==> config.mk <==
export PLATFORM = sky130hd
export DESIGN_NAME = mcfg_config_bank
export DESIGN_NICKNAME = d
export VERILOG_FILES = /design/src/mcfg_pkg.sv /design/src/mcfg_advance_calc.sv /design/src/mcfg_config_bank.sv
export VERILOG_INCLUDE_DIRS = /design/src
export SDC_FILE = /design/constraint.sdc
export NUM_CORES = 1
export LEC_CHECK = 0
export ABC_AREA = 1
export ABC_CLOCK_PERIOD_IN_PS = 6810
export BUFFER_PORTS_ARGS = -buffer_cell sky130_fd_sc_hd__buf_4
export CAP_MARGIN = 20
export CELL_PAD_IN_SITES_DETAIL_PLACEMENT = 1
export CELL_PAD_IN_SITES_GLOBAL_PLACEMENT = 2
export CORE_MARGIN = 8
export CORE_UTILIZATION = 29
export CTS_CLUSTER_SIZE = 14
export DETAILED_ROUTE_END_ITERATION = 12
export GPL_TIMING_DRIVEN = 0
export PLACE_DENSITY_LB_ADDON = 0.1
export SYNTH_ARGS = -nofsm -noshare
export SYNTH_HDL_FRONTEND = slang
export SYNTH_SLANG_ARGS = --single-unit
==> constraint.sdc <==
create_clock -name clock -period 6.81 [get_ports clock]
set_input_delay 1.7025 -clock clock [delete_from_list [all_inputs] [get_ports clock]]
set_output_delay 1.7025 -clock clock [all_outputs]
set_load 0.02 [all_outputs]
==> src/mcfg_defines.svh <==
// Offsets, field positions, reset values and timing counts of the start-up configuration bank.
`ifndef MCFG_DEFINES_SVH
`define MCFG_DEFINES_SVH

// ----------------------------------------
// Register offsets
// ----------------------------------------
`define MCFG_ADVANCE_OFS   8'h22
`define MCFG_SPEEDDET_OFS  8'h23
`define MCFG_OPENLOOP_OFS  8'h24
`define MCFG_STARTUP_OFS   8'h25
`define MCFG_HANDOVER_OFS  8'h26
`define MCFG_FAULT_OFS     8'h27

// ----------------------------------------
// Reset values
// ----------------------------------------
`define MCFG_ADVANCE_RST   8'h00
`define MCFG_SPEEDDET_RST  8'h00
`define MCFG_OPENLOOP_RST  8'h00
`define MCFG_STARTUP_RST   8'h00
`define MCFG_HANDOVER_RST  8'h00
`define MCFG_FAULT_RST     8'h00

// ----------------------------------------
// Field positions (least significant bit)
// ----------------------------------------
`define MCFG_ADV_MODE_BIT  7
`define MCFG_ADV_SHIFT_LSB 4
`define MCFG_ADV_MANT_LSB  0
`define MCFG_STAT_LSB      6
`define MCFG_ANGLE_LSB     4
`define MCFG_ISD_EN_BIT    3
`define MCFG_BWD_EN_BIT    2
`define MCFG_BWD_THR_LSB   0
`define MCFG_OLCUR_LSB     6
`define MCFG_OLRAMP_LSB    3
`define MCFG_BRAKE_LSB     0
`define MCFG_GAIN_LSB      6
`define MCFG_ACC2_LSB      3
`define MCFG_ACC1_LSB      0
`define MCFG_HAND_LSB      3
`define MCFG_HAND_RANGE_BIT 7
`define MCFG_ALIGN_LSB     0
`define MCFG_FAULT_EN_LSB  4
`define MCFG_IND_CLAMP_BIT 3
`define MCFG_MECH_EN_BIT   2
`define MCFG_MECH_TGT_BIT  1
`define MCFG_RELEASE_BIT   0

// ----------------------------------------
// Timing
// ----------------------------------------
`define MCFG_CLK_PERIOD_NS 10
`define MCFG_ADV_UNIT_NS   2500
`define MCFG_ADV_UNIT_CYC  (`MCFG_ADV_UNIT_NS / `MCFG_CLK_PERIOD_NS)
`define MCFG_ISD_BASE_MS   80
`define MCFG_ISD_BASE_CYC  ((`MCFG_ISD_BASE_MS * 1000000) / `MCFG_CLK_PERIOD_NS)

`endif

==> src/mcfg_pkg.sv <==
// Types of the start-up configuration bank.
package mcfg_pkg;

  typedef struct packed {
    logic [7:0] advance;
    logic [7:0] speedDet;
    logic [7:0] openLoop;
    logic [7:0] startup;
    logic [7:0] handover;
    logic [7:0] fault;
  } mcfg_regs_t;

  typedef struct packed {
    mcfg_regs_t  regs;
    logic [7:0]  readData;
    logic [25:0] stationaryCycles;
    logic [6:0]  stationaryDhz;
    logic [6:0]  angleDeg;
    logic [8:0]  backwardDhz;
    logic [10:0] currentMa;
    logic [12:0] rampMilliVcc;
    logic        brakeEn;
    logic [11:0] brakeMs;
    logic [2:0]  gainQuarters;
    logic [12:0] accel2CentiHz;
    logic [9:0]  accel1DeciHz;
    logic [12:0] handoverDhz;
    logic        handoverValid;
    logic [12:0] alignMs;
  } mcfg_bank_state_t;

  typedef struct packed {
    logic [18:0] advanceCycles;
    logic [10:0] advanceUnits;
  } mcfg_adv_state_t;

endpackage : mcfg_pkg

==> src/mcfg_advance_calc.sv <==
// Commutation advance time calculator: shifted mantissa scaled to clock cycles.
`timescale 1ns/1ps
`include "mcfg_defines.svh"

module mcfg_advance_calc #(
  parameter int UNIT_CYCLES = `MCFG_ADV_UNIT_CYC
) (
  // Clock and reset
  input  wire logic        clock,
  input  wire logic        reset,
  // Raw advance field
  input  wire logic [6:0]  advanceField,
  // Decoded advance time
  output logic      [10:0] advanceUnits,
  output logic      [18:0] advanceCycles
);

  mcfg_pkg::mcfg_adv_state_t stateReg;
  mcfg_pkg::mcfg_adv_state_t stateNext;

  // ----------------------------------------
  // Next state
  // ----------------------------------------
  always_comb begin
    logic [10:0] units;
    units = 11'h000;
    units = 11'(advanceField[`MCFG_ADV_MANT_LSB +: 4]) << advanceField[`MCFG_ADV_SHIFT_LSB +: 3];
    stateNext.advanceUnits  = units;
    stateNext.advanceCycles = 19'(units * UNIT_CYCLES);
  end

  // ----------------------------------------
  // State register
  // ----------------------------------------
  always_ff @(posedge clock or posedge reset) begin
    if (reset) begin
      stateReg <= '0;
    end else begin
      stateReg <= stateNext;
    end
  end

  assign advanceUnits  = stateReg.advanceUnits;
  assign advanceCycles = stateReg.advanceCycles;

endmodule : mcfg_advance_calc

==> src/mcfg_config_bank.sv <==
// Start-up configuration register bank with decoded fields for the motor control core.
`timescale 1ns/1ps
`include "mcfg_defines.svh"

module mcfg_config_bank #(
  parameter int STATIONARY_BASE_CYCLES = `MCFG_ISD_BASE_CYC,
  parameter int ADVANCE_UNIT_CYCLES    = `MCFG_ADV_UNIT_CYC
) (
  // Clock and reset
  input  wire logic        clock,
  input  wire logic        reset,
  // Register port
  input  wire logic [7:0]  regAddr,
  input  wire logic        regWrite,
  input  wire logic        regRead,
  input  wire logic [7:0]  regWriteData,
  output logic      [7:0]  regReadData,
  output logic             regHit,
  // Commutation advance
  output logic             advanceMethodSel,
  output logic      [6:0]  advanceTimeField,
  output logic      [10:0] advanceTimeUnits,
  output logic      [18:0] advanceTimeCycles,
  // Initial speed and backward drive
  output logic      [1:0]  stationaryThreshold,
  output logic      [25:0] stationaryTimeoutCycles,
  output logic      [6:0]  stationarySpeedDhz,
  output logic      [1:0]  postSenseAdvanceAngle,
  output logic      [6:0]  postSenseAngleDeg,
  output logic             initialSpeedDetectEn,
  output logic             backwardDriveEn,
  output logic      [1:0]  backwardDriveThreshold,
  output logic      [8:0]  backwardDriveSpeedDhz,
  // Open loop and braking
  output logic      [1:0]  openLoopCurrentSel,
  output logic      [10:0] openLoopCurrentMa,
  output logic      [2:0]  openLoopRampRate,
  output logic      [12:0] openLoopRampMilliVcc,
  output logic      [2:0]  brakeDurationSel,
  output logic             brakeEn,
  output logic      [11:0] brakeDurationMs,
  // Start-up profile
  output logic      [1:0]  loopGainSel,
  output logic      [2:0]  loopGainQuarters,
  output logic      [2:0]  startupAccelSecondOrder,
  output logic      [12:0] startupAccelSecondCentiHz,
  output logic      [2:0]  startupAccelFirstOrder,
  output logic      [9:0]  startupAccelFirstDeciHz,
  output logic      [4:0]  loopHandoverSpeed,
  output logic      [12:0] loopHandoverDhz,
  output logic             loopHandoverValid,
  output logic      [2:0]  alignDurationSel,
  output logic      [12:0] alignDurationMs,
  // Faults and clamping
  output logic      [3:0]  faultDetectEnables,
  output logic             inductiveClampEn,
  output logic             mechanicalClampEn,
  output logic             mechanicalClampTarget,
  output logic             senseReleaseMode
);

  mcfg_pkg::mcfg_bank_state_t stateReg;
  mcfg_pkg::mcfg_bank_state_t stateNext;

  // ----------------------------------------
  // Lookup tables
  // ----------------------------------------
  function automatic logic [6:0] statDhz(input logic [1:0] c);
    case (c)
      2'h0:    statDhz = 7'h3C;
      2'h1:    statDhz = 7'h1E;
      2'h2:    statDhz = 7'h10;
      default: statDhz = 7'h08;
    endcase
  endfunction : statDhz

  function automatic logic [8:0] bwdDhz(input logic [1:0] c);
    case (c)
      2'h0:    bwdDhz = 9'h03F;
      2'h1:    bwdDhz = 9'h082;
      2'h2:    bwdDhz = 9'h104;
      default: bwdDhz = 9'h1FE;
    endcase
  endfunction : bwdDhz

  function automatic logic [12:0] rampMv(input logic [2:0] c);
    case (c)
      3'h0:    rampMv = 13'h1770;
      3'h1:    rampMv = 13'h0BB8;
      3'h2:    rampMv = 13'h05DC;
      3'h3:    rampMv = 13'h02BC;
      3'h4:    rampMv = 13'h0154;
      3'h5:    rampMv = 13'h00A0;
      3'h6:    rampMv = 13'h0046;
      default: rampMv = 13'h0017;
    endcase
  endfunction : rampMv

  // Align uses the same halving ladder as braking, one step longer.
  function automatic logic [12:0] ladderMs(input logic [3:0] c);
    case (c)
      4'h0:    ladderMs = 13'h14B4;
      4'h1:    ladderMs = 13'h0A8C;
      4'h2:    ladderMs = 13'h0514;
      4'h3:    ladderMs = 13'h029E;
      4'h4:    ladderMs = 13'h014A;
      4'h5:    ladderMs = 13'h00A0;
      4'h6:    ladderMs = 13'h0050;
      4'h7:    ladderMs = 13'h0028;
      default: ladderMs = 13'h0000;
    endcase
  endfunction : ladderMs

  function automatic logic [12:0] acc2(input logic [2:0] c);
    case (c)
      3'h0:    acc2 = 13'h1644;
      3'h1:    acc2 = 13'h0B54;
      3'h2:    acc2 = 13'h0578;
      3'h3:    acc2 = 13'h02B2;
      3'h4:    acc2 = 13'h014A;
      3'h5:    acc2 = 13'h00A0;
      3'h6:    acc2 = 13'h0042;
      default: acc2 = 13'h0016;
    endcase
  endfunction : acc2

  function automatic logic [9:0] acc1(input logic [2:0] c);
    case (c)
      3'h0:    acc1 = 10'h2F8;
      3'h1:    acc1 = 10'h17C;
      3'h2:    acc1 = 10'h0BE;
      3'h3:    acc1 = 10'h05C;
      3'h4:    acc1 = 10'h02D;
      3'h5:    acc1 = 10'h015;
      3'h6:    acc1 = 10'h009;
      default: acc1 = 10'h003;
    endcase
  endfunction : acc1

  // ----------------------------------------
  // Next state
  // ----------------------------------------
  always_comb begin
    mcfg_pkg::mcfg_regs_t r;
    logic [3:0] handN;
    stateNext = stateReg;
    r         = stateReg.regs;
    handN     = 4'h0;

    if (regWrite) begin
      case (regAddr)
        `MCFG_ADVANCE_OFS:  r.advance  = regWriteData;
        `MCFG_SPEEDDET_OFS: r.speedDet = regWriteData;
        `MCFG_OPENLOOP_OFS: r.openLoop = regWriteData;
        `MCFG_STARTUP_OFS:  r.startup  = regWriteData;
        `MCFG_HANDOVER_OFS: r.handover = regWriteData;
        `MCFG_FAULT_OFS:    r.fault    = regWriteData;
        default:            r          = stateReg.regs;
      endcase
    end
    stateNext.regs = r;

    if (regRead) begin
      case (regAddr)
        `MCFG_ADVANCE_OFS:  stateNext.readData = stateReg.regs.advance;
        `MCFG_SPEEDDET_OFS: stateNext.readData = stateReg.regs.speedDet;
        `MCFG_OPENLOOP_OFS: stateNext.readData = stateReg.regs.openLoop;
        `MCFG_STARTUP_OFS:  stateNext.readData = stateReg.regs.startup;
        `MCFG_HANDOVER_OFS: stateNext.readData = stateReg.regs.handover;
        `MCFG_FAULT_OFS:    stateNext.readData = stateReg.regs.fault;
        default:            stateNext.readData = 8'h00;
      endcase
    end

    stateNext.stationaryCycles = 26'(STATIONARY_BASE_CYCLES) << r.speedDet[`MCFG_STAT_LSB +: 2];
    stateNext.stationaryDhz    = statDhz(r.speedDet[`MCFG_STAT_LSB +: 2]);

    stateNext.angleDeg = 7'(({5'h00, r.speedDet[`MCFG_ANGLE_LSB +: 2]} + 7'h01) * 7'h1E);

    stateNext.backwardDhz = bwdDhz(r.speedDet[`MCFG_BWD_THR_LSB +: 2]);

    stateNext.currentMa = 11'h0C8 << r.openLoop[`MCFG_OLCUR_LSB +: 2];

    stateNext.rampMilliVcc = rampMv(r.openLoop[`MCFG_OLRAMP_LSB +: 3]);

    stateNext.brakeEn = (r.openLoop[`MCFG_BRAKE_LSB +: 3] != 3'h0);
    stateNext.brakeMs = stateNext.brakeEn ? 12'(ladderMs({1'b0, r.openLoop[`MCFG_BRAKE_LSB +: 3]})) : 12'h000;

    stateNext.gainQuarters = {1'b0, r.startup[`MCFG_GAIN_LSB +: 2]} + 3'h1;

    stateNext.accel2CentiHz = acc2(r.startup[`MCFG_ACC2_LSB +: 3]);

    stateNext.accel1DeciHz = acc1(r.startup[`MCFG_ACC1_LSB +: 3]);

    handN = r.handover[`MCFG_HAND_LSB +: 4];
    if (r.handover[`MCFG_HAND_RANGE_BIT]) begin
      stateNext.handoverDhz   = 13'(({9'h000, handN} + 13'h0001) * 13'h0080);
      stateNext.handoverValid = 1'b1;
    end else begin
      stateNext.handoverDhz   = 13'({9'h000, handN} * 13'h0008);
      stateNext.handoverValid = (handN != 4'h0);
    end

    stateNext.alignMs = ladderMs({1'b0, r.handover[`MCFG_ALIGN_LSB +: 3]});
  end

  // ----------------------------------------
  // State register
  // ----------------------------------------
  always_ff @(posedge clock or posedge reset) begin
    if (reset) begin
      stateReg                    <= '0;
      stateReg.regs.advance       <= `MCFG_ADVANCE_RST;
      stateReg.regs.speedDet      <= `MCFG_SPEEDDET_RST;
      stateReg.regs.openLoop      <= `MCFG_OPENLOOP_RST;
      stateReg.regs.startup       <= `MCFG_STARTUP_RST;
      stateReg.regs.handover      <= `MCFG_HANDOVER_RST;
      stateReg.regs.fault         <= `MCFG_FAULT_RST;
      stateReg.stationaryCycles   <= 26'(STATIONARY_BASE_CYCLES);
      stateReg.stationaryDhz      <= 7'h3C;
      stateReg.angleDeg           <= 7'h1E;
      stateReg.backwardDhz        <= 9'h03F;
      stateReg.currentMa          <= 11'h0C8;
      stateReg.rampMilliVcc       <= 13'h1770;
      stateReg.gainQuarters       <= 3'h1;
      stateReg.accel2CentiHz      <= 13'h1644;
      stateReg.accel1DeciHz       <= 10'h2F8;
      stateReg.alignMs            <= 13'h14B4;
    end else begin
      stateReg <= stateNext;
    end
  end

  // ----------------------------------------
  // Advance time
  // ----------------------------------------
  // Fed from the next register value so the decoded time lands with the register.
  mcfg_advance_calc #(
    .UNIT_CYCLES (ADVANCE_UNIT_CYCLES)
  ) advanceCalc (
    .clock         (clock),
    .reset         (reset),
    .advanceField  (stateNext.regs.advance[6:0]),
    .advanceUnits  (advanceTimeUnits),
    .advanceCycles (advanceTimeCycles)
  );

  // ----------------------------------------
  // Outputs
  // ----------------------------------------
  assign regReadData = stateReg.readData;
  assign regHit      = (regAddr >= `MCFG_ADVANCE_OFS) && (regAddr <= `MCFG_FAULT_OFS);

  assign advanceMethodSel = stateReg.regs.advance[`MCFG_ADV_MODE_BIT];
  assign advanceTimeField = stateReg.regs.advance[6:0];

  assign stationaryThreshold     = stateReg.regs.speedDet[`MCFG_STAT_LSB +: 2];
  assign stationaryTimeoutCycles = stateReg.stationaryCycles;
  assign stationarySpeedDhz      = stateReg.stationaryDhz;
  assign postSenseAdvanceAngle   = stateReg.regs.speedDet[`MCFG_ANGLE_LSB +: 2];
  assign postSenseAngleDeg       = stateReg.angleDeg;
  assign initialSpeedDetectEn    = stateReg.regs.speedDet[`MCFG_ISD_EN_BIT];
  assign backwardDriveEn         = stateReg.regs.speedDet[`MCFG_BWD_EN_BIT];
  assign backwardDriveThreshold  = stateReg.regs.speedDet[`MCFG_BWD_THR_LSB +: 2];
  assign backwardDriveSpeedDhz   = stateReg.backwardDhz;

  assign openLoopCurrentSel   = stateReg.regs.openLoop[`MCFG_OLCUR_LSB +: 2];
  assign openLoopCurrentMa    = stateReg.currentMa;
  assign openLoopRampRate     = stateReg.regs.openLoop[`MCFG_OLRAMP_LSB +: 3];
  assign openLoopRampMilliVcc = stateReg.rampMilliVcc;
  assign brakeDurationSel     = stateReg.regs.openLoop[`MCFG_BRAKE_LSB +: 3];
  assign brakeEn              = stateReg.brakeEn;
  assign brakeDurationMs      = stateReg.brakeMs;

  assign loopGainSel               = stateReg.regs.startup[`MCFG_GAIN_LSB +: 2];
  assign loopGainQuarters          = stateReg.gainQuarters;
  assign startupAccelSecondOrder   = stateReg.regs.startup[`MCFG_ACC2_LSB +: 3];
  assign startupAccelSecondCentiHz = stateReg.accel2CentiHz;
  assign startupAccelFirstOrder    = stateReg.regs.startup[`MCFG_ACC1_LSB +: 3];
  assign startupAccelFirstDeciHz   = stateReg.accel1DeciHz;
  assign loopHandoverSpeed         = stateReg.regs.handover[`MCFG_HAND_LSB +: 5];
  assign loopHandoverDhz           = stateReg.handoverDhz;
  assign loopHandoverValid         = stateReg.handoverValid;
  assign alignDurationSel          = stateReg.regs.handover[`MCFG_ALIGN_LSB +: 3];
  assign alignDurationMs           = stateReg.alignMs;

  assign faultDetectEnables    = stateReg.regs.fault[`MCFG_FAULT_EN_LSB +: 4];
  // The inductive clamp bit is stored and shown but drives nothing in the core.
  assign inductiveClampEn      = stateReg.regs.fault[`MCFG_IND_CLAMP_BIT];
  assign mechanicalClampEn     = stateReg.regs.fault[`MCFG_MECH_EN_BIT];
  assign mechanicalClampTarget = stateReg.regs.fault[`MCFG_MECH_TGT_BIT];
  assign senseReleaseMode      = stateReg.regs.fault[`MCFG_RELEASE_BIT];

endmodule : mcfg_config_bank

# Word level (Yosys, flattened, before mapping)
# Memories as Yosys holds them, arrays and structs flattened. A register that Yosys moved wholly into a read port is not among the register bits.
# Cells that the tools add are included.
# op_classes
addsub	3
n_div	0
bitwise_logic	0
shifts	3
mul	2
n_eq_ne	28
mux	15
n_lt_le_gt_ge	2
n_reduce_logical	11
# ops
operator	n
$pmux 13 s7	2
$pmux 10 s7	1
$eq 8x6->1 const B	6
$pmux 8 s6	1
$mux 47	1
$mux 8	5
$eq 3x3->1 const B	9
$pmux 9 s3	1
$shl 23x2->26 const A	1
$eq 3x2->1 const B	6
$mul 11x7->18 const B	1
$pmux 6 s3	1
$mux 13	1
$mux 12	1
$shl 4x3->11	1
$shl 8x2->11 const A	1
$eq 3x1->1 const B	3
$logic_not 3->1	3
$ge 8x6->1 const B	1
$le 8x6->1 const B	1
$mux 7	1
$add 2x1->3 const B	2
$mul 3x4->6 const B	1
$reduce_and 2->1	3
other kinds (7)	10
# totals
in_bits	20
ram_bits	0
n_memories	2
wordCells	91
reg_bits	223
latchBits	0
output_inout_bits	226
mem_bits_ro	192
# memory_table
memory	depth	width	read_ports	rd_clocked_by_memory_dff	write_ports	line	source
(name not given)	8	12	1	0	0	mcfg_config_bank.sv:101	case (c)
(name not given)	8	12	1	1	0	mcfg_config_bank.sv:101	

# Longest topological paths before layout
# logic_depth
word_depth	5
ltp_mapped	29
depth_no_buf	28

# Modules after synthesis
# A second synthesis with hierarchy kept.
# hier_totals
cells_unflattened	1059
area_unflattened_um2	9834.4
# by_module_without_submodules
mod	area_each_um2	seq_area_each_um2	instances	cells_per_inst
mcfg_config_bank	6829.0	3982.6	1	688
mcfg_advance_calc	3005.4	675.6	1	371

# Least setup slack after synthesis
# OpenSTA, ideal clock, no wires.
# synth_timing
path_type	input -> register
from	input regAddr[4]
to	register advanceCalc.stateReg (netlist bit advanceCalc.advanceCycles[16])
required_ns	6.731
t_arrival_ns	6.471
stages	24
setup_ns	0.079
slack_ns	0.259
n_path_buf	1
path_cell_list	inv_1 -> nand2_2 -> nor2_8 -> nand3_4 -> buf_6 -> nand2_1 -> nand2_2 -> nand2_1 -> nand2_1 -> nand2_1 -> nand2_1 -> o21ai_0 -> fa_1 -> inv_1 -> fa_1 -> fa_1 -> fa_1 -> inv_1 -> ha_1 -> a21o_1 -> a21oi_1 -> o21ai_0 -> a21oi_1 -> xor2_1
# synth_rtl
item	line	source
start, declared	mcfg_config_bank.sv:13	input wire logic [7:0] regAddr,
end signal, assigned	mcfg_advance_calc.sv:39	stateReg <= stateNext;
end, declared	mcfg_advance_calc.sv:18	mcfg_pkg::mcfg_adv_state_t stateReg;

==> key figures <==
Critical path
  • R2r setup slk: between 1.5 and 2 ns
  • Worst path required time: between 7 and 8 ns
  • Critical path depth in cells: 28
  • Worst setup path endpoint: advanceCalc.advanceCycles[18]
  • Crit start category: primary input
  • CP endpoint kind: flop
  • Crit path top cell by count: inv_1
  • Setup crit start: regAddr[4]
  • Crit-path slowest cell: fa_1
  • Worst setup path category: primary input to flop
  • Worst path max stage delay: approximately 0.51 ns
  • R2r worst-path depth: 22
  • Worst flop-to-flop path startpoint: advanceTimeField[5]
  • Critical Path Fanout Max: 10
  • Family with the most delay on the worst path: adder cells
  • Critical Path AT: between 6 and 7 ns
  • RR Endpoint: advanceCalc.advanceCycles[18]
  • CP Buf/Inv Count: 9

CTS
  • CTS Hold Buffers Added: 0
  • Clock sinks: between 150 and 200
  • Clock latency at the later pin of the worst-skew pair: about 0.45 ns
  • CTS tree: yes
  • Longest Clk Path Bufs: 2
  • H-Tree Depth: 4
  • Clock buffers created by TritonCTS: 17
  • Clock tree root buffer cell: clkbuf_16
  • Clk slew on worst S/H paths: 0.08 ns

Routing
  • Number of vias in the routed layout: about 7100
  • WL per Instance: 17.65 µm
  • DRC: 0
  • Final wirelength: between 20 and 30 mm
  • First DRT Iteration DRCs: about 220
  • Avg Vias per Cell: ~4.2
  • First drt pass iteration count: 4
  • Final ANT Viol Nets: 0

Finish
  • Share of cells above drive strength 1: between 30% and 40%
  • Multi-input logic area: about 0.004 mm²
  • Ant diodes: 0
  • Final nets: around 1300
  • Fillers: roughly 3700
  • Synth-to-Final Area Change: 31.38%
  • Utilization after layout: around two fifths
  • Fin area: ~0.012 mm²
  • FF/Latch Area: approximately 0.0046 mm²

Global routing
  • Gr ovfl total: 0
  • Global-route wire length before repair: ~47 mm
  • Gr usage total: around 16%
  • Initial antenna violation count: 4
  • Pin count of the biggest net entering global routing: between 100 and 150
  • Number of global-route vias before repair: 7825

Logic synthesis
  • #FFs+latches synth: about 180
  • Most numerous cell in the Yosys netlist: nand2_1
  • Ys async rst share: 100.0%
  • Yosys cell types: 41
  • Register area share after synthesis: 48.68%
  • Ys Warns: 0
  • Mean area per synthesized cell: approximately 10 µm²
  • Largest area contributor in the netlist: dfrtp_1
  • Syn Inst Count: 947
  • Syn Std Cell Area: between 0.009 and 0.01 mm²
  • Largest cells by area after synthesis: dfrtp_1 37%, dfstp_2 11%, ha_1 10%
  • Post-synth top area share: between 30% and 40%
  • EDFF count, synth: 0
  • Ys flop type: dfrtp_1
  • Most frequent cells after synthesis: 158 x nand2_1, 149 x inv_1, 141 x dfrtp_1, 76 x ha_1, 65 x o21ai_0

Die
  • Horiz. Die Dim: slightly below 200 µm
  • Row Count: 66
  • Starting Density: between 20% and 30%
  • Num ports: 246
  • Die area: between 0.03 and 0.04 mm²
  • Die height: 196.6 µm
  • Core area: 0.03237 mm²

STA
  • Min cycle time layout: around 6.5 ns
  • Hold Slack: 0.5234 ns
  • TNS Setup: 0 ns
  • Final Hold Viols: 0
  • Rel. slew slack: between 50 and 60%
  • Final clock skew: approximately 0.011 ns
  • Final setup vio count: 0
  • Final worst slack: roughly 0.32 ns
  • Final Cycle Share: a little over nine tenths
  • Pins Over Slew Limit: 0
  • Top achievable clock speed: between 0.15 and 0.2 GHz
  • RSZ-0062 raised after global routing: no
  • Slew @ Worst Pin: about 0.7 ns

Power
  • Leakage power: around 6.6 nW
  • VDD IR-drop max: ~170 µV
  • Power density over the cells: roughly 240 mW/mm²

Place
  • GP Congestion: about 0.8
  • Placement Cell Area: ~0.012 mm²
  • Placed wire-length estimate: about 23 mm
  • Place WS: -0.5575 ns
  • Number of I/O port buffers: approximately 220

Job
  • Max Cap Viol: 0

Status
  • Status: finished, final reports clean

Min path
  • Worst Hold Class: flop to flop
worst register-to-register path, delay by kind of cell (launching register included):
kind	cells	cell delay, ns
adders and majority gates	5	2.40
AOI/OAI and AO/OA	6	1.00
buffers and inverters	7	0.55
DFF	1	0.38
and+or+nand+nor	3	0.33
xor gates and xnor gates	1	0.17
sequential cells by signal, summed over array words and instances (netlist names), 7 cells and up:
name                       count
advanceCalc.advanceCycles     16
openLoopRampMilliVcc          13
alignDurationMs               12
startupAccelSecondCentiHz     12
advanceCalc.advanceUnits      11
brakeDurationMs               11
startupAccelFirstDeciHz       10
stationaryTimeoutCycles       10
loopHandoverDhz                9
openLoopCurrentMa              8
regReadData                    8
advanceTimeField               7
backwardDriveSpeedDhz          7
stage by stage:
stage | total power [mW] | instances
6_report | 2.924 | 1667
5_1_grt | 3.095 | 1667
4_1_cts | 2.977 | 1666
3_5_place_dp | 1.935 | 1634
3_3_place_gp | 1.927 | 1632
2_1_floorplan | 1.653 | 971
cell type report:
type	count	area share (%)
buffer	55	3.211
clock buffer	18	3.533
clock inverter	14	1.288
inverter	165	5.063
multi-input combinational	569	31.84
sequential	182	37.05
tap	442	4.449
timing repair buffer	222	13.57
cells by family (layout without fill, tap and decap cells):
family                     Yosys count  after routing  synth area share [%]
DFF                                182            182                 48.68
AOI/OAI and AO/OA                  127            127                 8.001
buffers and inverters              220            474                 10.79
and+or+nand+nor                    291            291                 14.06
xor gates and xnor gates            17             17                 1.574
adders and majority gates          108            108                 16.82
other                                2             26               0.07937
worst min path at each step:
stage                      from               end  slack, ns  depth (start not counted)
3_3_place_gp   advanceMethodSel  advanceMethodSel       0.50                          2
4_1_cts         backwardDriveEn   backwardDriveEn       0.52                          2
2_1_floorplan  advanceMethodSel  advanceMethodSel       0.60                          2
5_1_grt          regReadData[5]    regReadData[5]       0.54                          2
6_report         regReadData[3]    regReadData[3]       0.52                          2
3_5_place_dp    backwardDriveEn   backwardDriveEn       0.50                          2
what timing repair did:
| item | CTS | global route |
|---|---|---|
| endpoints found under the setup margin | 2 | 7 |
| resized for setup | 2 | 10 |
| buffers inserted | 0 | 1 |
| cloned | 0 | 0 |
| pin swaps | 0 | 1 |
report_power, final:
group | switching (mW) | total, mW | internal [mW]
Clock | 0.489 | 1.02 | 0.531
Sequential | 0.0379 | 1.22 | 1.18
Combinational | 0.429 | 0.685 | 0.256
cells in the final DEF (no fill, tap or decap), types with 8 or more instances in the layout:
| cell type | instances |
|---|---|
| dfstp_2 | 41 |
| fa_1 | 32 |
| inv_2 | 16 |
| o21ai_2 | 8 |
| dfrtp_1 | 141 |
| nand4_1 | 10 |
| nand3_1 | 29 |
| or2_2 | 9 |
| ha_1 | 76 |
| clkbuf_16 | 17 |
| buf_4 | 267 |
| nand2_2 | 12 |
| xor2_1 | 10 |
| nor2_1 | 49 |
| o21ai_1 | 10 |
| inv_1 | 146 |
| a21oi_1 | 22 |
| conb_1 | 26 |
| nand2_1 | 158 |
| o21ai_0 | 62 |
routing by layer:
layer / track usage, % / up-vias / wire length (µm) / share of wire (%)
met5: 0 / - / 51 / 0.17
met4: 4.597 / 8 / 450 / 1.5
met3: 4.827 / 29 / 1861 / 6.3
met2: 24.80 / 166 / 13300 / 45
met1: 20.90 / 3460 / 13750 / 47
li1: - / 3421 / - / -
Note: power is estimated with default switching activity, not from simulation.
